File: src/logic/prma_defs.vh
// constants for the rotor alignment sequencer
`ifndef PRMA_DEFS_VH
`define PRMA_DEFS_VH
// ======================================
// register word offsets
`define PRMA_A_CTRL    8'h00
`define PRMA_A_THRESH  8'h04
`define PRMA_A_SPEED   8'h08
`define PRMA_A_OFFSET  8'h0C
`define PRMA_A_STATUS  8'h10
`define PRMA_A_PREV    8'h14
// ======================================
// control field positions
`define PRMA_C_EN      0
`define PRMA_C_METH    1
`define PRMA_C_SEL_LO  2
`define PRMA_C_SEL_HI  3
`define PRMA_C_INC     4
`define PRMA_C_BRK     5
`define PRMA_CTRL_RST  6'h00
// start selection codes
`define PRMA_SEL_NONE  2'h0
`define PRMA_SEL_IMM   2'h1
`define PRMA_SEL_RUN   2'h2
// ======================================
// offset values, tolerance and speed ramp step
`define PRMA_OFS_FAIL  16'h7530
`define PRMA_OFS_ZERO  16'h0000
`define PRMA_TOL       16'h0040
`define PRMA_STEP      16'h0001
// ======================================
// timing, times in ms, clock in kHz
`define PRMA_CLK_KHZ   20000
`define PRMA_STAND_MS  2000
`define PRMA_SPIN_MS   4000
`define PRMA_CONT_MS   500
`define PRMA_STAND_CYC (`PRMA_STAND_MS * `PRMA_CLK_KHZ)
`define PRMA_SPIN_CYC  (`PRMA_SPIN_MS * `PRMA_CLK_KHZ)
`define PRMA_CONT_CYC  (`PRMA_CONT_MS * `PRMA_CLK_KHZ)
`endif

File: src/logic/prma_seq.v
// rotor angle alignment sequencer for a pm motor drive
// Operation
// - first run after power-up aligns at standstill
// - release and brake lift wait for it
// - speed deviation or feedback fault: realign on next run
// - after speed deviation, new offset adopted outright
// - after power-up or feedback fault, compare with old
// - method picks spin or standstill; start needs enable, no fault
// - speed commands ignored while aligning
// - immediate start needs no controller signals
// - run-triggered spin: release with contactor, then brake
// - spin runs at 1/8 contract speed
// - spin end ramps to zero, drops release, contactor
// - spin lasts about four seconds, run indicator lit
// - run dropped during run-triggered spin: serial fault
// - speed deviation alarm holds off spin completion
// - failed alignment leaves offset at 30000
// - incremental feedback fills offset with zero
// - run-triggered standstill: contactor only, ready stays
// - standstill injects two seconds, then stores offset
// - contactor not closed when needed: contactor fault
// - standstill motion beyond threshold: motion fault
// - standstill end acts as if run were removed
// - incremental: index pulse corrects a valid alignment
//
// The address map and the address-and-strobe port are this design's own decisions.
`timescale 1ns/1ns
`include "prma_defs.vh"
module prma_seq #(
   parameter STAND_CYC = `PRMA_STAND_CYC,
   parameter SPIN_CYC  = `PRMA_SPIN_CYC,
   parameter CONT_CYC  = `PRMA_CONT_CYC
) (
   input  wire        clk_sys,
   input  wire        sys_rst,
   input  wire [7:0]  reg_addr,
   input  wire [31:0] reg_wdata,
   input  wire        reg_wr,
   input  wire        reg_rd,
   output reg  [31:0] reg_rdata_q,
   input  wire        drive_enable_pin,
   input  wire        run_pin,
   input  wire        contactor_aux_pin,
   input  wire        index_pulse_pin,
   input  wire [15:0] speed_cmd,
   input  wire        speed_deviation_fault,
   input  wire        speed_deviation_alarm,
   input  wire        feedback_fault,
   input  wire        feedback_check_error,
   input  wire        overcurrent_fault,
   input  wire [15:0] motion_amount,
   input  wire [15:0] meas_angle,
   input  wire [15:0] index_angle,
   output reg         contactor_close_request_q,
   output reg         speed_regulator_release_q,
   output reg         brake_lift_output_q,
   output reg         run_ready_output_q,
   output reg         run_indicator_q,
   output reg         align_current_q,
   output reg  [15:0] speed_ref_q
);
   // ======================================
   // states
   localparam S_IDLE  = 3'h0;
   localparam S_CONT  = 3'h1;
   localparam S_SPIN  = 3'h2;
   localparam S_STAND = 3'h3;
   localparam S_RAMP  = 3'h4;
   localparam S_HOLD  = 3'h5;
   localparam S_RUN   = 3'h6;

   wire [3:0]  pins_s;
   wire        en_s;
   wire        run_s;
   wire        cont_s;
   wire        idx_s;
   reg         idx_d1_q;
   reg  [2:0]  state_q;
   reg  [26:0] tmr_q;
   reg  [5:0]  ctrl_q;
   reg  [15:0] thresh_q;
   reg  [15:0] speed_q;
   reg  [15:0] offset_q;
   reg  [15:0] prev_q;
   reg         need_q;
   reg         cmp_q;
   reg         valid_q;
   reg         onrun_q;
   reg         stand_q;
   reg         flt_cont_q;
   reg         flt_mot_q;
   reg         flt_ser_q;
   reg         flt_inc_q;
   reg  [15:0] spd_d;
   reg  [15:0] diff_d;
   reg  [15:0] res_d;

   // all pins pass two flops
   prma_sync #(.W(4)) u_sync (
      .clk_sys (clk_sys),
      .sys_rst (sys_rst),
      .pin_in  ({drive_enable_pin, run_pin, contactor_aux_pin,
                 index_pulse_pin}),
      .sync_q  (pins_s)
   );
   assign en_s   = pins_s[3];
   assign run_s  = pins_s[2];
   assign cont_s = pins_s[1];
   assign idx_s  = pins_s[0];

   // ======================================
   // fault summary and permissions
   wire own_flt = flt_cont_q | flt_mot_q | flt_ser_q | flt_inc_q;
   wire ext_flt = speed_deviation_fault | feedback_fault |
                  overcurrent_fault | feedback_check_error;
   wire any_flt = own_flt | ext_flt;
   wire [1:0] sel = ctrl_q[`PRMA_C_SEL_HI:`PRMA_C_SEL_LO];
   wire permit = ctrl_q[`PRMA_C_EN] & ~any_flt;
   wire go_imm = permit & (sel == `PRMA_SEL_IMM);
   wire go_run = run_s & en_s & ~any_flt & (need_q |
                 (ctrl_q[`PRMA_C_EN] & (sel == `PRMA_SEL_RUN)));
   wire aligning = (state_q >= S_CONT) & (state_q <= S_RAMP);
   wire wr_ctrl = reg_wr & (reg_addr == `PRMA_A_CTRL);
   wire wr_stat = reg_wr & (reg_addr == `PRMA_A_STATUS);
   wire timeout = (tmr_q == 27'h0000000);

   // ======================================
   // result of a finished measurement
   always @* begin
      spd_d  = {3'h0, speed_q[15:3]};
      diff_d = (meas_angle >= prev_q) ? meas_angle - prev_q
                                      : prev_q - meas_angle;
      if (ctrl_q[`PRMA_C_INC])
         res_d = `PRMA_OFS_ZERO;
      else if (cmp_q && (diff_d > `PRMA_TOL))
         res_d = `PRMA_OFS_FAIL;
      else
         res_d = meas_angle;
   end

   // ======================================
   // software registers
   always @(posedge clk_sys) begin
      if (sys_rst) begin
         thresh_q <= 16'hFFFF;
         speed_q  <= 16'h0000;
      end else if (reg_wr) begin
         if (reg_addr == `PRMA_A_THRESH)
            thresh_q <= reg_wdata[15:0];
         if (reg_addr == `PRMA_A_SPEED)
            speed_q <= reg_wdata[15:0];
      end
   end

   // ======================================
   // read port, data one cycle after strobe
   always @(posedge clk_sys) begin
      if (sys_rst) begin
         reg_rdata_q <= 32'h00000000;
      end else if (reg_rd) begin
         case (reg_addr)
            `PRMA_A_CTRL:   reg_rdata_q <= {26'h0, ctrl_q};
            `PRMA_A_THRESH: reg_rdata_q <= {16'h0, thresh_q};
            `PRMA_A_SPEED:  reg_rdata_q <= {16'h0, speed_q};
            `PRMA_A_OFFSET: reg_rdata_q <= {16'h0, offset_q};
            `PRMA_A_PREV:   reg_rdata_q <= {16'h0, prev_q};
            `PRMA_A_STATUS: reg_rdata_q <= {22'h0, state_q,
               onrun_q, need_q, valid_q, flt_inc_q, flt_ser_q,
               flt_mot_q, flt_cont_q};
            default:        reg_rdata_q <= 32'h00000000;
         endcase
      end else begin
         reg_rdata_q <= 32'h00000000;
      end
   end

   // ======================================
   // alignment sequencer
   always @(posedge clk_sys) begin
      if (sys_rst) begin
         state_q    <= S_IDLE;
         tmr_q      <= 27'h0000000;
         ctrl_q     <= `PRMA_CTRL_RST;
         offset_q   <= `PRMA_OFS_FAIL;
         prev_q     <= `PRMA_OFS_ZERO;
         need_q     <= 1'b1;
         cmp_q      <= 1'b1;
         valid_q    <= 1'b0;
         onrun_q    <= 1'b0;
         stand_q    <= 1'b0;
         flt_cont_q <= 1'b0;
         flt_mot_q  <= 1'b0;
         flt_ser_q  <= 1'b0;
         flt_inc_q  <= 1'b0;
         idx_d1_q   <= 1'b0;
      end else begin
         idx_d1_q <= idx_s;
         if (wr_ctrl)
            ctrl_q <= reg_wdata[5:0];
         // clears first so a same-cycle set below wins
         if (wr_stat) begin
            if (reg_wdata[0]) flt_cont_q <= 1'b0;
            if (reg_wdata[1]) flt_mot_q  <= 1'b0;
            if (reg_wdata[2]) flt_ser_q  <= 1'b0;
            if (reg_wdata[3]) flt_inc_q  <= 1'b0;
         end
         if (tmr_q != 27'h0000000)
            tmr_q <= tmr_q - 27'h0000001;
         case (state_q)
            S_IDLE: begin
               if (go_imm) begin
                  // start at once, no controller handshake
                  onrun_q <= 1'b0;
                  stand_q <= ctrl_q[`PRMA_C_METH];
                  ctrl_q[`PRMA_C_SEL_HI:`PRMA_C_SEL_LO] <=
                     `PRMA_SEL_NONE;
                  tmr_q   <= CONT_CYC[26:0];
                  state_q <= S_CONT;
               end else if (go_run) begin
                  // pending realign is always standstill
                  onrun_q <= 1'b1;
                  stand_q <= need_q | ctrl_q[`PRMA_C_METH];
                  if (sel == `PRMA_SEL_RUN)
                     ctrl_q[`PRMA_C_SEL_HI:`PRMA_C_SEL_LO] <=
                        `PRMA_SEL_NONE;
                  tmr_q   <= CONT_CYC[26:0];
                  state_q <= S_CONT;
               end else if (run_s && en_s && valid_q && !any_flt) begin
                  state_q <= S_RUN;
               end else if (ctrl_q[`PRMA_C_INC] && valid_q &&
                            idx_s && !idx_d1_q) begin
                  offset_q <= index_angle;
               end
            end
            S_CONT: begin
               // contactor must report closed in time
               if (onrun_q && !run_s) begin
                  flt_ser_q <= !stand_q;
                  offset_q  <= `PRMA_OFS_FAIL;
                  valid_q   <= 1'b0;
                  state_q   <= S_IDLE;
               end else if (cont_s) begin
                  tmr_q   <= stand_q ? STAND_CYC[26:0]
                                     : SPIN_CYC[26:0];
                  state_q <= stand_q ? S_STAND : S_SPIN;
               end else if (timeout) begin
                  flt_cont_q <= 1'b1;
                  offset_q   <= `PRMA_OFS_FAIL;
                  valid_q    <= 1'b0;
                  need_q     <= 1'b1;
                  state_q    <= onrun_q ? S_HOLD : S_IDLE;
               end
            end
            S_STAND: begin
               if (!cont_s) begin
                  flt_cont_q <= 1'b1;
                  offset_q   <= `PRMA_OFS_FAIL;
                  valid_q    <= 1'b0;
                  need_q     <= 1'b1;
                  state_q    <= onrun_q ? S_HOLD : S_IDLE;
               end else if (motion_amount > thresh_q) begin
                  flt_mot_q <= 1'b1;
                  offset_q  <= `PRMA_OFS_FAIL;
                  valid_q   <= 1'b0;
                  need_q    <= 1'b1;
                  state_q   <= onrun_q ? S_HOLD : S_IDLE;
               end else if (ext_flt) begin
                  offset_q <= `PRMA_OFS_FAIL;
                  valid_q  <= 1'b0;
                  need_q   <= 1'b1;
                  state_q  <= onrun_q ? S_HOLD : S_IDLE;
               end else if (timeout) begin
                  // store, then act as if run dropped
                  offset_q <= res_d;
                  valid_q  <= (res_d != `PRMA_OFS_FAIL);
                  need_q   <= (res_d == `PRMA_OFS_FAIL);
                  if (res_d != `PRMA_OFS_FAIL)
                     prev_q <= res_d;
                  state_q  <= onrun_q ? S_HOLD : S_IDLE;
               end
            end
            S_SPIN: begin
               if (onrun_q && !run_s) begin
                  flt_ser_q <= 1'b1;
                  offset_q  <= `PRMA_OFS_FAIL;
                  valid_q   <= 1'b0;
                  need_q    <= 1'b1;
                  state_q   <= S_RAMP;
               end else if (ext_flt) begin
                  offset_q <= `PRMA_OFS_FAIL;
                  valid_q  <= 1'b0;
                  need_q   <= 1'b1;
                  state_q  <= S_RAMP;
               end else if (timeout && !speed_deviation_alarm) begin
                  // alarm keeps the spin going
                  offset_q <= res_d;
                  valid_q  <= (res_d != `PRMA_OFS_FAIL);
                  need_q   <= (res_d == `PRMA_OFS_FAIL);
                  if (res_d != `PRMA_OFS_FAIL)
                     prev_q <= res_d;
                  state_q  <= S_RAMP;
               end
            end
            S_RAMP: begin
               if (speed_ref_q == 16'h0000)
                  state_q <= onrun_q ? S_HOLD : S_IDLE;
            end
            S_HOLD: begin
               // wait for run to really drop
               if (!run_s)
                  state_q <= S_IDLE;
            end
            S_RUN: begin
               if (!run_s || !en_s || any_flt)
                  state_q <= S_IDLE;
               else if (ctrl_q[`PRMA_C_INC] && idx_s && !idx_d1_q)
                  offset_q <= index_angle;
            end
            default: state_q <= S_IDLE;
         endcase
         // fault events arm the next realignment; set wins
         if (speed_deviation_fault) begin
            need_q  <= 1'b1;
            cmp_q   <= 1'b0;
            valid_q <= 1'b0;
         end else if (feedback_fault) begin
            need_q  <= 1'b1;
            cmp_q   <= 1'b1;
            valid_q <= 1'b0;
         end
         if (ctrl_q[`PRMA_C_INC] && feedback_check_error)
            flt_inc_q <= 1'b1;
      end
   end

   // ======================================
   // output drivers, all registered
   always @(posedge clk_sys) begin
      if (sys_rst) begin
         contactor_close_request_q <= 1'b0;
         speed_regulator_release_q <= 1'b0;
         brake_lift_output_q       <= 1'b0;
         run_ready_output_q        <= 1'b0;
         run_indicator_q           <= 1'b0;
         align_current_q           <= 1'b0;
         speed_ref_q               <= 16'h0000;
      end else begin
         run_ready_output_q <= en_s & ~any_flt;
         run_indicator_q    <= aligning | (state_q == S_RUN);
         align_current_q    <= (state_q == S_STAND) |
                               (state_q == S_SPIN);
         // standstill: contactor only; spin adds release
         contactor_close_request_q <= aligning |
                                      (state_q == S_RUN);
         speed_regulator_release_q <= (!stand_q && aligning) |
                                      (state_q == S_RUN);
         // brake lifts only after contactor closed
         brake_lift_output_q <= ctrl_q[`PRMA_C_BRK] &
            (((state_q == S_SPIN) & !stand_q) |
             ((state_q == S_RUN) & cont_s));
         case (state_q)
            S_SPIN:  speed_ref_q <= spd_d;
            S_RAMP:  speed_ref_q <= (speed_ref_q > `PRMA_STEP) ?
                        speed_ref_q - `PRMA_STEP : 16'h0000;
            S_RUN:   speed_ref_q <= speed_cmd;
            default: speed_ref_q <= 16'h0000;
         endcase
      end
   end
endmodule // prma_seq

File: src/logic/prma_sync.v
// two flip-flop synchroniser for pin inputs
`timescale 1ns/1ns
module prma_sync #(
   parameter W = 1
) (
   input  wire         clk_sys,
   input  wire         sys_rst,
   input  wire [W-1:0] pin_in,
   output reg  [W-1:0] sync_q
);
   reg [W-1:0] meta_q;

   // ======================================
   // first stage feeds only the second
   always @(posedge clk_sys) begin
      if (sys_rst) begin
         meta_q <= {W{1'b0}};
         sync_q <= {W{1'b0}};
      end else begin
         meta_q <= pin_in;
         sync_q <= meta_q;
      end
   end
endmodule // prma_sync

File: config.mk
export PLATFORM = sky130hd
export DESIGN_NAME = prma_seq
export DESIGN_NICKNAME = d
export VERILOG_FILES = /design/src/logic/prma_seq.v /design/src/logic/prma_sync.v
export VERILOG_INCLUDE_DIRS = /design/src /design/src/logic
export SDC_FILE = /design/constraint.sdc
export NUM_CORES = 1
export LEC_CHECK = 0
export ABC_AREA = 1
export BUFFER_PORTS_ARGS = -buffer_cell sky130_fd_sc_hd__clkbuf_2
export CORE_MARGIN = 2
export CORE_UTILIZATION = 35
export DETAILED_ROUTE_END_ITERATION = 10
export GPL_ROUTABILITY_DRIVEN = 0
export PLACE_DENSITY = 0.57
export SLEW_MARGIN = 25
export SYNTH_ARGS = -nofsm -noshare
export SYNTH_HDL_FRONTEND = slang
export SYNTH_SLANG_ARGS = --single-unit
File: constraint.sdc
create_clock -name clk_sys -period 3.75 [get_ports clk_sys]
set_clock_uncertainty 0.15 [all_clocks]
set_input_delay 0.375 -clock clk_sys [delete_from_list [all_inputs] [get_ports clk_sys]]
set_output_delay 0.375 -clock clk_sys [all_outputs]
set_load 0.03 [all_outputs]
# After elaboration in Yosys (flattened, before gate mapping)
# Index checks and enable logic that the tools add are counted.
[totals] register_bits=171 inputBits=117 out_inout_bits=54 word_cells=258
[classes] add_sub_neg=4 n_lt_le_gt_ge=6 eq_ne=39 mux=110 bitwise_logic=28 n_reduce_logical=44
[op_table] cell="$mux 16" n=28
[op_table] cell="$mux 27" n=6
[op_table] cell="$pmux 16 s6" n=1
[op_table] cell="$pmux 16 s5" n=1
[op_table] cell="$pmux 27 s2" n=1
[op_table] cell="$mux 3" n=16
[op_table] cell="$pmux 16 s3" n=1
[op_table] cell="$mux 1" n=45
[op_table] cell="$ne 2x2->1 const B" n=18
[op_table] cell="$pmux 16 s2" n=1
[op_table] cell="$sub 16x16->16" n=2
[op_table] cell="$logic_not 27->1" n=1
[op_table] cell="$reduce_bool 27->1" n=1
[op_table] cell="$sub 27x1->27 const B" n=1
[op_table] cell="$pmux 3 s7" n=1
[op_table] cell="$eq 16x15->1 const B" n=1
[op_table] cell="$eq 8x4->1 const B" n=2
[op_table] cell="$eq 8x5->1 const B" n=2
[op_table] cell="$ge 16x16->1" n=1
[op_table] cell="$gt 16x1->1 const B" n=1
[op_table] cell="$gt 16x16->1" n=1
[op_table] cell="$gt 16x7->1 const B" n=1
[op_table] cell="$logic_not 16->1" n=1
[op_table] cell="$ne 16x15->1 const B" n=1
[op_table] cell="35 further kinds" n=96

# Depth between registers and ports, before layout
# Gate-level depths: netlist (run 1).
[logic_depth] word_depth=13 mapped_depth=28 mapped_depth_nobuf=25

# By module
# From an unflattened synthesis (run 1), not the netlist that was laid out.
[hier_totals] hier_cells=1616 area_unflattened_um2=10244.8
[modules_own_cells] module="prma_seq" n_inst=1 cells_per_inst=1591 area_per_inst_um2=10013.4 seq_area_each_um2=2942.8
[modules_own_cells] module="prma_sync" n_inst=1 cells_per_inst=25 area_per_inst_um2=231.5 seq_area_each_um2=160.2

# Least setup slack after synthesis (run 1)
# OpenSTA, ideal clock, no wires.
[synth_timing] path_type="in2reg" start="input meas_angle[0]" end="register prev_q[10]" setup_ps=111 arrival_ps=2952 t_required_ps=3489 path_slack_ps=537 cell_stages=26 path_buffers=3 cell_sequence="inv_1 -> ha_1 -> fa_1 -> inv_1 -> nand3_1 -> nand2_1 -> nand2_1 -> nand3_1 -> nand2_4 -> nand2_8 -> buf_8 -> nand2_1 -> nand2_1 -> inv_1 -> nand2_1 -> nor2_1 -> nand3_1 -> nand3_2 -> buf_6 -> nand2_2 -> nand4_2 -> o21bai_4 -> inv_4 -> buf_6 -> nor2_2 -> nor2_1"
[synth_via] elab_chain_len=13 elab_cells_between_ends=18 cone_classes="add/sub (2); order compare (2); eq/ne (1); mux (12); reduce/logical (1)"
[synth_lines] element="start, declared" line_no="prma_seq.v:52" source="input wire [15:0] meas_angle,"
[synth_lines] element="$sub 16x16->16 (tied with other cells)" line_no="prma_seq.v:132" source=": prev_q - meas_angle;"
[synth_lines] element="$mux 16" line_no="prma_seq.v:131" source="diff_d = (meas_angle >= prev_q) ? meas_angle - prev_q"
[synth_lines] element="$gt 16x7->1 (no line)"
[synth_lines] element="$logic_and 1x1->1" line_no="prma_seq.v:135" source="else if (cmp_q && (diff_d > `PRMA_TOL))"
[synth_lines] element="$mux 16 (*)" line_no="prma_seq.v:135"
[synth_lines] element="$mux 16 (*)" line_no="prma_seq.v:133" source="if (ctrl_q[`PRMA_C_INC])"
[synth_lines] element="$ne 16x15->1 (no line)"
[synth_lines] element="$mux 16 (*)" line_no="prma_seq.v:277, prma_seq.v:299"
[synth_lines] element="$mux 16" line_no="prma_seq.v:272" source="end else if (timeout) begin"
[synth_lines] element="$mux 16" line_no="prma_seq.v:267" source="end else if (ext_flt) begin"
[synth_lines] element="$mux 16" line_no="prma_seq.v:261" source="end else if (motion_amount > thresh_q) begin"
[synth_lines] element="$mux 16" line_no="prma_seq.v:255" source="if (!cont_s) begin"
[synth_lines] element="$pmux 16 s2 (*)" line_no="prma_seq.v:209" source="case (state_q)"
[synth_lines] element="end signal, assigned" line_no="prma_seq.v:185" source="prev_q <= `PRMA_OFS_ZERO;"
[synth_lines] element="end signal, assigned" line_no="prma_seq.v:278" source="prev_q <= res_d;"
[synth_lines] element="end signal, assigned" line_no="prma_seq.v:300" source="prev_q <= res_d;"
[synth_lines] element="end, declared" line_no="prma_seq.v:84" source="reg [15:0] prev_q;"
# Mark *: on every way between the ends. The rest lies on a longest branch, timed or not. The select of a mux whose other input is x is not followed.
# A chain may end at the register's enable or synchronous reset.

# Final worst setup path (run 1)
[layout_timing] start="register prev_q[0]" end="register offset_q[4]"
[layout_via] elab_chain_len=11 elab_cells_between_ends=16 cone_classes="add/sub (2); order compare (2); mux (11); reduce/logical (1)"
[layout_lines] element="$sub 16x16->16 (tied with other cells)" line_no="prma_seq.v:132"
[layout_lines] element="$mux 16 (*)" line_no="prma_seq.v:131"
[layout_lines] element="$gt 16x7->1 (no line) (*)"
[layout_lines] element="$logic_and 1x1->1 (*)" line_no="prma_seq.v:135"
[layout_lines] element="$mux 16 (*)" line_no="prma_seq.v:135"
[layout_lines] element="$mux 16 (*)" line_no="prma_seq.v:133"
[layout_lines] element="$mux 16" line_no="prma_seq.v:272"
[layout_lines] element="$mux 16" line_no="prma_seq.v:267"
[layout_lines] element="$mux 16" line_no="prma_seq.v:261"
[layout_lines] element="$mux 16" line_no="prma_seq.v:255"
[layout_lines] element="$pmux 16 s5 (*)" line_no="prma_seq.v:209"
[layout_lines] element="end signal, assigned" line_no="prma_seq.v:257" source="offset_q <= `PRMA_OFS_FAIL;"
[layout_lines] element="end signal, assigned" line_no="prma_seq.v:263" source="offset_q <= `PRMA_OFS_FAIL;"
[layout_lines] element="end signal, assigned" line_no="prma_seq.v:268" source="offset_q <= `PRMA_OFS_FAIL;"
[layout_lines] element="end, declared" line_no="prma_seq.v:83" source="reg [15:0] offset_q;"
# Marked as above.

==> impl_results.md, run 1 <==
- Initial antenna violation count: 0
- Hold Path Class: input pin to register
- CP Buf/Inv Count: 5
- Sequential area share after synthesis: 30.2%
- Final critical-path share of the clock period: between 80% and 90%
- Yosys warns: 0
- Largest cells by area after synthesis: dfxtp_1 30%, nand2_1 15%, inv_1 8.3%, nor2_1 6.6%, ha_1 6.1%
- Adder-Cell Fraction of Synth Area: 6.48%
- Max Root-Sink Buffers: 2
- Setup slack, reg-to-reg: 0.38 ns
- Pwr/cell area: roughly 510 nW/um^2
- Rel. slew slack: 40.3%
- Rows: just over 60
- Max FO, Critical Path: 17
- Area of the mapped netlist: about 10000 um^2
- XOR/XNOR share of the synthesized area: approximately 3.0%
- Avg WL per Cell: 16.2 um
- Largest delay share family, worst path: simple AND/OR/NAND/NOR gates
- Finished Cell Area: 12100 um^2
- Finished Layout Cells: around 2100
- Area Overhead vs Synth: 18.2%
- Worst path cell trace: ha_1 > fa_2 > inv_1 > nand3_1 > nand2_1 > nand2_1 > nand3_1 > nand2_4 > nand2_8 > inv_4 > nand2_1 > nand2_1 > inv_2 > nand2_1 > nor2_2 > nand3_2 > buf_4 > nand3_2 > buf_4 > nand2_1 > nand2_1 > nand2_1 > o2111ai_1 > nand2_1
- DRT iter0 DRCs: 691
- RR Startpoint: prev_q[0]
- CTS tree: built
- #FFs+latches synth: between 150 and 200
- Reg-to-Reg End: offset_q[4]
- Yosys top cell area share: 30.2%
- Mapped Cells: 1577
- Final min period: 3.37 ns
- Worst r2r path cells: 24
- Async SR Flop Fraction: 0%
- Cell area after placement: 11500 um^2
- MaxCap Viol Count: 0
- Worst Path Required: between 3 and 4 ns
- Peak VDD IR: 0.265 mV
- Fmax: about 300 MHz
- DR pass1 iterations: 6
- DRC viols: 0
- GRT overflow: 0
- Ratio of cells with drive above 1 in the final layout: around 16%
- Final Net Count: 1901
- Wire length on met3: 2070 um
- Port bufs: roughly 140
- Hold_sp: run_pin
- Crit Path Category: register to register
- Starting Density: 35.7%
- Met2 WL: between 15000 and 20000 um
- Setup TNS: 0 ns
- Die area: slightly above 30000 um^2
- Post-synthesis mux area share: 0%
- Final WL: 34400 um
- Worst Path Arrival: 3.55 ns
- Tot GR Track Use: 22.4%
- Clock Sinks: 155
- Post-route core utilization: a little over two fifths
- Vias: 10600
- CP peak stage delay: 0.37 ns
- Final Max Slew Viols: 0
- Synth cell types: between 50 and 60
- Dpl cells: 2089
- Highest Signal Layer: met4
- Post-Synth Simple-Gate Area: 31.6%
- Largest family of logic cells by synthesized area: simple AND/OR/NAND/NOR gates
- Lkg Pwr: 5.85 nW
- Largest net degree at the start of global routing: 72
- Status: completed
- CP endpoint kind: register
- Unrepaired setup endpoints after global routing: false
- Number of flops mapped to enable cells by yosys: 0
- WL met1: roughly 16000 um
- Vias per Instance: 4.96
- DIE HEIGHT: 175 um
- Endpoints failing hold: 0
- Avg Inst Size Synth: 6.52 um^2
- DP Wirelength: approximately 27000 um
- Clock-pin slew on the worst setup and hold paths: approximately 0.070 ns
- Die Wd: 175 um
- Hold path depth: 3
- Primary FF master, synth: dfxtp_1
- Inserted Clock Buffers: 17
- Fill cell count: ~3100
- Vias in the first global route: 10100
- Post-synthesis compound-gate area fraction: between 10% and 20%
- Root Buffer: clkbuf_16
- Io pins: 171
- H-tree Lvls: 4
- Global-route wire length before repair: between 50000 and 60000 um
- Final hold slack: 0.00270 ns
- DRT antenna net count: 0
- Setup Viol. Count Final: 0
- Critical path's slowest cell: fa_2
- CP dominant cell by count: nand2_1
- Synth area leader: dfxtp_1
- Antenna Diode Count: 0
- WHS Endpoint: u_sync.meta_q[2]
- Startpoint Class: register
- Worst skew pair latency: 0.44 ns
- Slew @ Worst Pin: 0.893 ns
- Core area: 28800 um^2
## synth_stat cells (4+ instances only)
master	count
nor4_1	8
nand3_2	14
nor3_1	22
buf_2	12
nor2_2	12
buf_4	17
inv_1	227
a41oi_1	7
clkbuf_1	29
buf_6	4
o22ai_1	7
o31ai_1	5
xnor2_1	11
dfxtp_1	155
nand2_2	7
nand2_1	415
a211oi_1	6
o211ai_1	19
ha_1	50
inv_2	10
nand4_1	17
xor2_1	24
a21oi_1	118
a22oi_1	9
a221oi_1	16
nand3_1	69
o21ai_0	52
o2111ai_1	9
a31oi_1	5
nor2_1	182
## timing repair
action | CTS | global route
setup endpoints to repair | 0 | 29
endpoints found under the hold margin | 4 | 0
hold buffers | 4 | 0
buffers inserted | 0 | 3
resized for setup | 0 | 9
## layout make-up
class	instances	area (um^2)	share of cell area [%]
timing repair buffer	184	1060	8.72
clock buffer	17	425	3.50
tap	384	480	3.96
clock inverter	15	150	1.24
sequential	155	3100	25.6
inverter	242	913	7.52
multi-input combinational	1132	6010	49.5
## layout by cell type (no fill, tap or decap), types with 3 or more instances in the layout
cell / instances
nand2_1: 415
a31oi_1: 5
conb_1: 16
nand3_1: 66
dlygate4sd3_1: 4
o2111ai_1: 9
o211ai_1: 19
o21a_1: 3
a21oi_1: 118
dfxtp_1: 155
clkbuf_2: 138
a41oi_1: 7
nand4_1: 17
nor2_1: 178
nand3_2: 17
inv_2: 10
a211oi_1: 6
o41ai_2: 3
a221oi_1: 16
inv_6: 7
o221ai_1: 3
o22ai_1: 7
o31ai_1: 5
clkbuf_16: 17
a22oi_1: 9
ha_1: 50
xnor2_1: 11
xor2_1: 24
clkinv_1: 3
o21ai_0: 52
nand2_2: 6
nor3_1: 22
buf_4: 41
inv_8: 3
nor2_2: 16
inv_1: 227
nor4_1: 7
## metrics by stage
stage,setup WS (ns),total power [mW]
6_report,0.380,6.17
5_1_grt,0.0143,6.62
4_1_cts,0.148,6.18
3_5_place_dp,-0.00741,4.46
3_3_place_gp,0.0325,4.44
2_1_floorplan,0.537,3.88
## how the worst max path moves through the flow
stage	startpoint	end	slack, ns	cells past startpoint
6_report	prev_q[0]	offset_q[4]	0.38	24
5_1_grt	prev_q[0]	prev_q[2]	0.01	25
4_1_cts	prev_q[0]	prev_q[0]	0.15	22
3_5_place_dp	meas_angle[0]	prev_q[0]	-0.007	27
3_3_place_gp	meas_angle[0]	prev_q[0]	0.03	27
2_1_floorplan	meas_angle[0]	prev_q[10]	0.54	26
## logic make-up after synthesis
logic type               after synthesis
buffers and inverters                306
AO/OA/AOI/OAI                        270
other                                  1
adder cells (fa/ha/maj)               52
flip-flops                           155
AND/OR/NAND/NOR                      758
XOR/XNOR                              35
## per-layer routing
layer / up-vias / global-route usage [%]
met1: 4775 / 29.9
met2: 335 / 35.9
met4: 0 / 8.85
met5: - / 0
met3: 61 / 3.92
li1: 5391 / -
## tightest hold or removal path, cell delays in order
cell	delay (ns)
clkbuf_2	0.09
inv_1	0.05
nor2_1	0.03
## registers in the layout (all words and copies together) (netlist names), 3 cells and up
signal,count
ctrl_q,6
offset_q,16
prev_q,16
reg_rdata_q,16
speed_q,16
speed_ref_q,16
state_q,3
thresh_q,16
tmr_q,27
u_sync.meta_q,4
u_sync.sync_q,4
## report_power, final
group	total, mW	switching [mW]	internal [mW]
sequential	2.13	0.215	1.91
combinational	2.34	1.51	0.831
clock	1.71	0.822	0.887
Note: power is estimated with default switching activity, not from simulation.
==> inputs of run 2 (changes only) <==
--- a/config.mk
+++ b/config.mk
@@ -16,4 +16,5 @@
 export SLEW_MARGIN = 25
 export SYNTH_ARGS = -nofsm -noshare
 export SYNTH_HDL_FRONTEND = slang
+export SYNTH_HIERARCHICAL = 1
 export SYNTH_SLANG_ARGS = --single-unit
==> run 2 against run 1 <==
Core utilization down 0.35 points. Critical endpoint is now prev_q[8]. Critical path type unchanged. Highest routed layer unchanged. Total power down 7.1%. Non-clock buffer count down 4. Combinational power down 8%.
==> impl_results.md, run 2 <==
- Net Sw Power: 2.25 mW (was 2.54 mW)
- Mapped Cells: 1616 (was 1577)
- Final critical-path share of the clock period: 92.1% (was 89.9%)
- Max Root-Sink Buffers: 2 (unchanged)
- Worst Path Required: 3.92 ns (was 3.93 ns)
- Endpoints failing hold: 0 (unchanged)
- Sw Ratio: 39.3% (was 41.2%)
- Antenna Diode Count: 0 (unchanged)
- GRT overflow: 0 (unchanged)
- Largest net degree at the start of global routing: 68 (was 72)
- Lkg Pwr: 6.12 nW (was 5.85 nW)
- Number of flops mapped to enable cells by yosys: 0 (unchanged)
- Area of the mapped netlist: 10200 um^2 (was 10300 um^2)
- Fmax: 290 MHz (was 297 MHz)
- Synth cell count leaders: 423 x nand2_1, 260 x inv_1, 214 x nor2_1, 155 x dfxtp_1, 122 x a21oi_1 (was 415 x nand2_1, 227 x inv_1, 182 x nor2_1, 155 x dfxtp_1, 118 x a21oi_1)
- CP endpoint kind: register (unchanged)
- MaxCap Viol Count: 0 (unchanged)
- Combinational group share of total power: 37.4% (was 37.8%)
- Clock-pin slew on the worst setup and hold paths: 0.06 ns (was 0.07 ns)
- Pwr/cell area: 476 nW/um^2 (was 509 nW/um^2)
- Yosys top cell area share: 30.3% (was 30.2%)
- Dpl cells: 2133 (was 2089)
- Async SR Flop Fraction: 0% (unchanged)
- Initial antenna violation count: 0 (unchanged)
- Clock power frac: 27.9% (was 27.7%)
- Hold Path Class: input pin to register (unchanged)
- Avg WL per Cell: 16.0 um (was 16.2 um)
- Final min period: 3.45 ns (was 3.37 ns)
- Rel. slew slack: 53.1% (was 40.3%)
- Crit Path Category: register to register (unchanged)
- Critical path's slowest cell: fa_1 (was fa_2)
- Unrepaired setup endpoints after global routing: true (was false)
- DRC viols: 0 (unchanged)
- Clock Sinks: 155 (unchanged)
- Max FO, Critical Path: 13 (was 17)
- Final Power: 5.74 mW (was 6.17 mW)
- PnR worst setup slack: 0.298 ns (was 0.380 ns)
- #FFs+latches synth: 155 (unchanged)
- Final Net Count: 1941 (was 1901)
- Cell internal pwr: 3.48 mW (was 3.63 mW)
- Ratio of cells with drive above 1 in the final layout: 13.5% (was 16.1%)
- Final Max Slew Viols: 0 (unchanged)
- Worst Path Arrival: 3.63 ns (was 3.55 ns)
- CP peak stage delay: 0.43 ns (was 0.37 ns)
- Final WL: 34700 um (was 34400 um)
- DRT iter0 DRCs: 828 (was 691)
- Die Wd: 175 um (about the same)
- Die area: 30700 um^2 (about the same)
- DR pass1 iterations: 7 (was 6)
- DP Wirelength: 27900 um (was 27500 um)
- Vias per Instance: 4.98 (was 4.96)
- Commonest cells after routing, fill and taps aside: 422 x nand2_1, 259 x inv_1, 213 x nor2_1 (was 415 x nand2_1, 227 x inv_1, 178 x nor2_1)
- Biggest register: tmr_q (unchanged)
- Startpoint Class: register (unchanged)
- Status: completed (unchanged)
- Port bufs: 138 (unchanged)
- Synth area leader: dfxtp_1 (unchanged)
- Sequential area share after synthesis: 30.3% (was 30.2%)
- Slew @ Worst Pin: 0.704 ns (was 0.893 ns)
- Largest cells by area after synthesis: dfxtp_1 30%, nand2_1 15%, inv_1 9.5%, nor2_1 7.8%, ha_1 6.1% (was dfxtp_1 30%, nand2_1 15%, inv_1 8.3%, nor2_1 6.6%, ha_1 6.1%)
- Core area: 28800 um^2 (unchanged)
- CP dominant cell by count: nand2_1 (unchanged)
- Starting Density: 35.6% (was 35.7%)
- Area Overhead vs Synth: 17.5% (was 18.2%)
- Vias: 10800 (was 10600)
- Inserted Clock Buffers: 17 (unchanged)
- Synth cell types: 49 (was 58)
- Vias in the first global route: 10000 (was 10100)
- Peak VDD IR: 0.320 mV (was 0.265 mV)
- CTS tree: built (unchanged)
- Postcts setup bufs: 0 (unchanged)
- Final hold slack: 0.0206 ns (was 0.00270 ns)
- Primary FF master, synth: dfxtp_1 (unchanged)
- Dpl ws: -0.0324 ns (was -0.00741 ns)
- Global-route wire length before repair: 53800 um (was 54200 um)
- Avg Inst Size Synth: 6.34 um^2 (was 6.52 um^2)
- Finished Layout Cells: 2168 (was 2129)
- Tot GR Track Use: 22.4% (about the same)
- Setup TNS: 0 ns (unchanged)
- DIE HEIGHT: 175 um (about the same)
- Dominant cell by count in the synthesized netlist: nand2_1 (unchanged)
- Yosys warns: 6 (was 0)
- Max FFs per register: 27 (unchanged)
- H-tree Lvls: 4 (unchanged)
- Setup Viol. Count Final: 0 (unchanged)
- Io pins: 171 (unchanged)
- Commonest non-fill, non-tap cell in the layout: nand2_1 (unchanged)
- Sequential share of power: 34.6% (was 34.5%)
- Rows: 62 (unchanged)
- Root Buffer: clkbuf_16 (unchanged)
- DRT antenna net count: 0 (unchanged)
- Worst skew pair latency: 0.43 ns (was 0.44 ns)
[run 2: cell types whose count changed after synthesis, moves of 6 or more]
cell      change
buf_2         -6
clkbuf_1      -7
inv_1        +33
nand2_1       +8
nand3_2      -12
nor2_1       +32
nor2_2       -10
o22ai_1      +12
[run 2: path summary, 6_finish.rpt]
check	startpoint	to	slack, ns	depth (start not counted)
min reg2reg	u_sync/meta_q[0]	u_sync/sync_q[0]	0.25	2
max reg2reg	prev_q[0]	prev_q[8]	0.30	25
min	speed_deviation_fault	cmp_q	0.02	2
max	prev_q[0]	prev_q[8]	0.30	25
[run 2: through the flow]
step / utilization, % / instance area [um^2]
after floorplan: - / 10300
after global placement: 39.7 / 11400
after detailed placement: 39.7 / 11400
after CTS: 41.7 / 12000
after global routing: 41.8 / 12000
final: 41.8 / 12000
[run 2: logic make-up (layout without fill, tap and decap cells)]
group,count (synthesis),count (layout),synth area share (%)
compound gates,276,276,16.3
xor+xnor,35,35,2.99
fa+ha+maj,52,52,6.50
buf+inv,328,481,13.2
flops,155,155,30.3
other cells,1,16,0.0366
simple gates,769,769,30.7
[run 2: what timing repair did]
item,in CTS,in global routing
resized for setup,0,9
hold buffers,4,0
endpoints found under the hold margin,4,0
setup endpoints to repair,0,18
[run 2: area by class of cell]
class | count | area (um^2)
clock inverter | 12 | 101
fill | 3115 | 16700
multi-input combinational | 1148 | 5890
sequential | 155 | 3100
inverter | 270 | 1010
timing repair buffer | 180 | 1020
clock buffer | 19 | 433
tap | 384 | 480
[run 2: power by group through the flow]
stage                     sequential [mW]  clock [mW]  combinational, mW
after floorplan                      2.01           0               1.60
after global placement               2.02           0               2.10
after detailed placement             2.02           0               2.12
after CTS                            1.98        1.63               2.13
after global routing                 2.01        1.69               2.43
final                                1.99        1.60               2.15
[run 2: routing by layer]
layer	up-vias	GRT usage, %	wire (um)
met3	70	2.42	1370
met4	0	11.1	1550
met2	320	37.8	16400
li1	5435	-	-
met5	-	0	0
met1	4966	28.5	15300
[run 2: critical path: cells and delay by family, from the launching register on]
kind	cells	cell delay, ns
buffers and inverters	5	0.66
AO/OA/AOI/OAI	2	0.21
adder cells (fa/ha/maj)	2	0.67
flip-flops	1	0.34
AND/OR/NAND/NOR	16	1.31
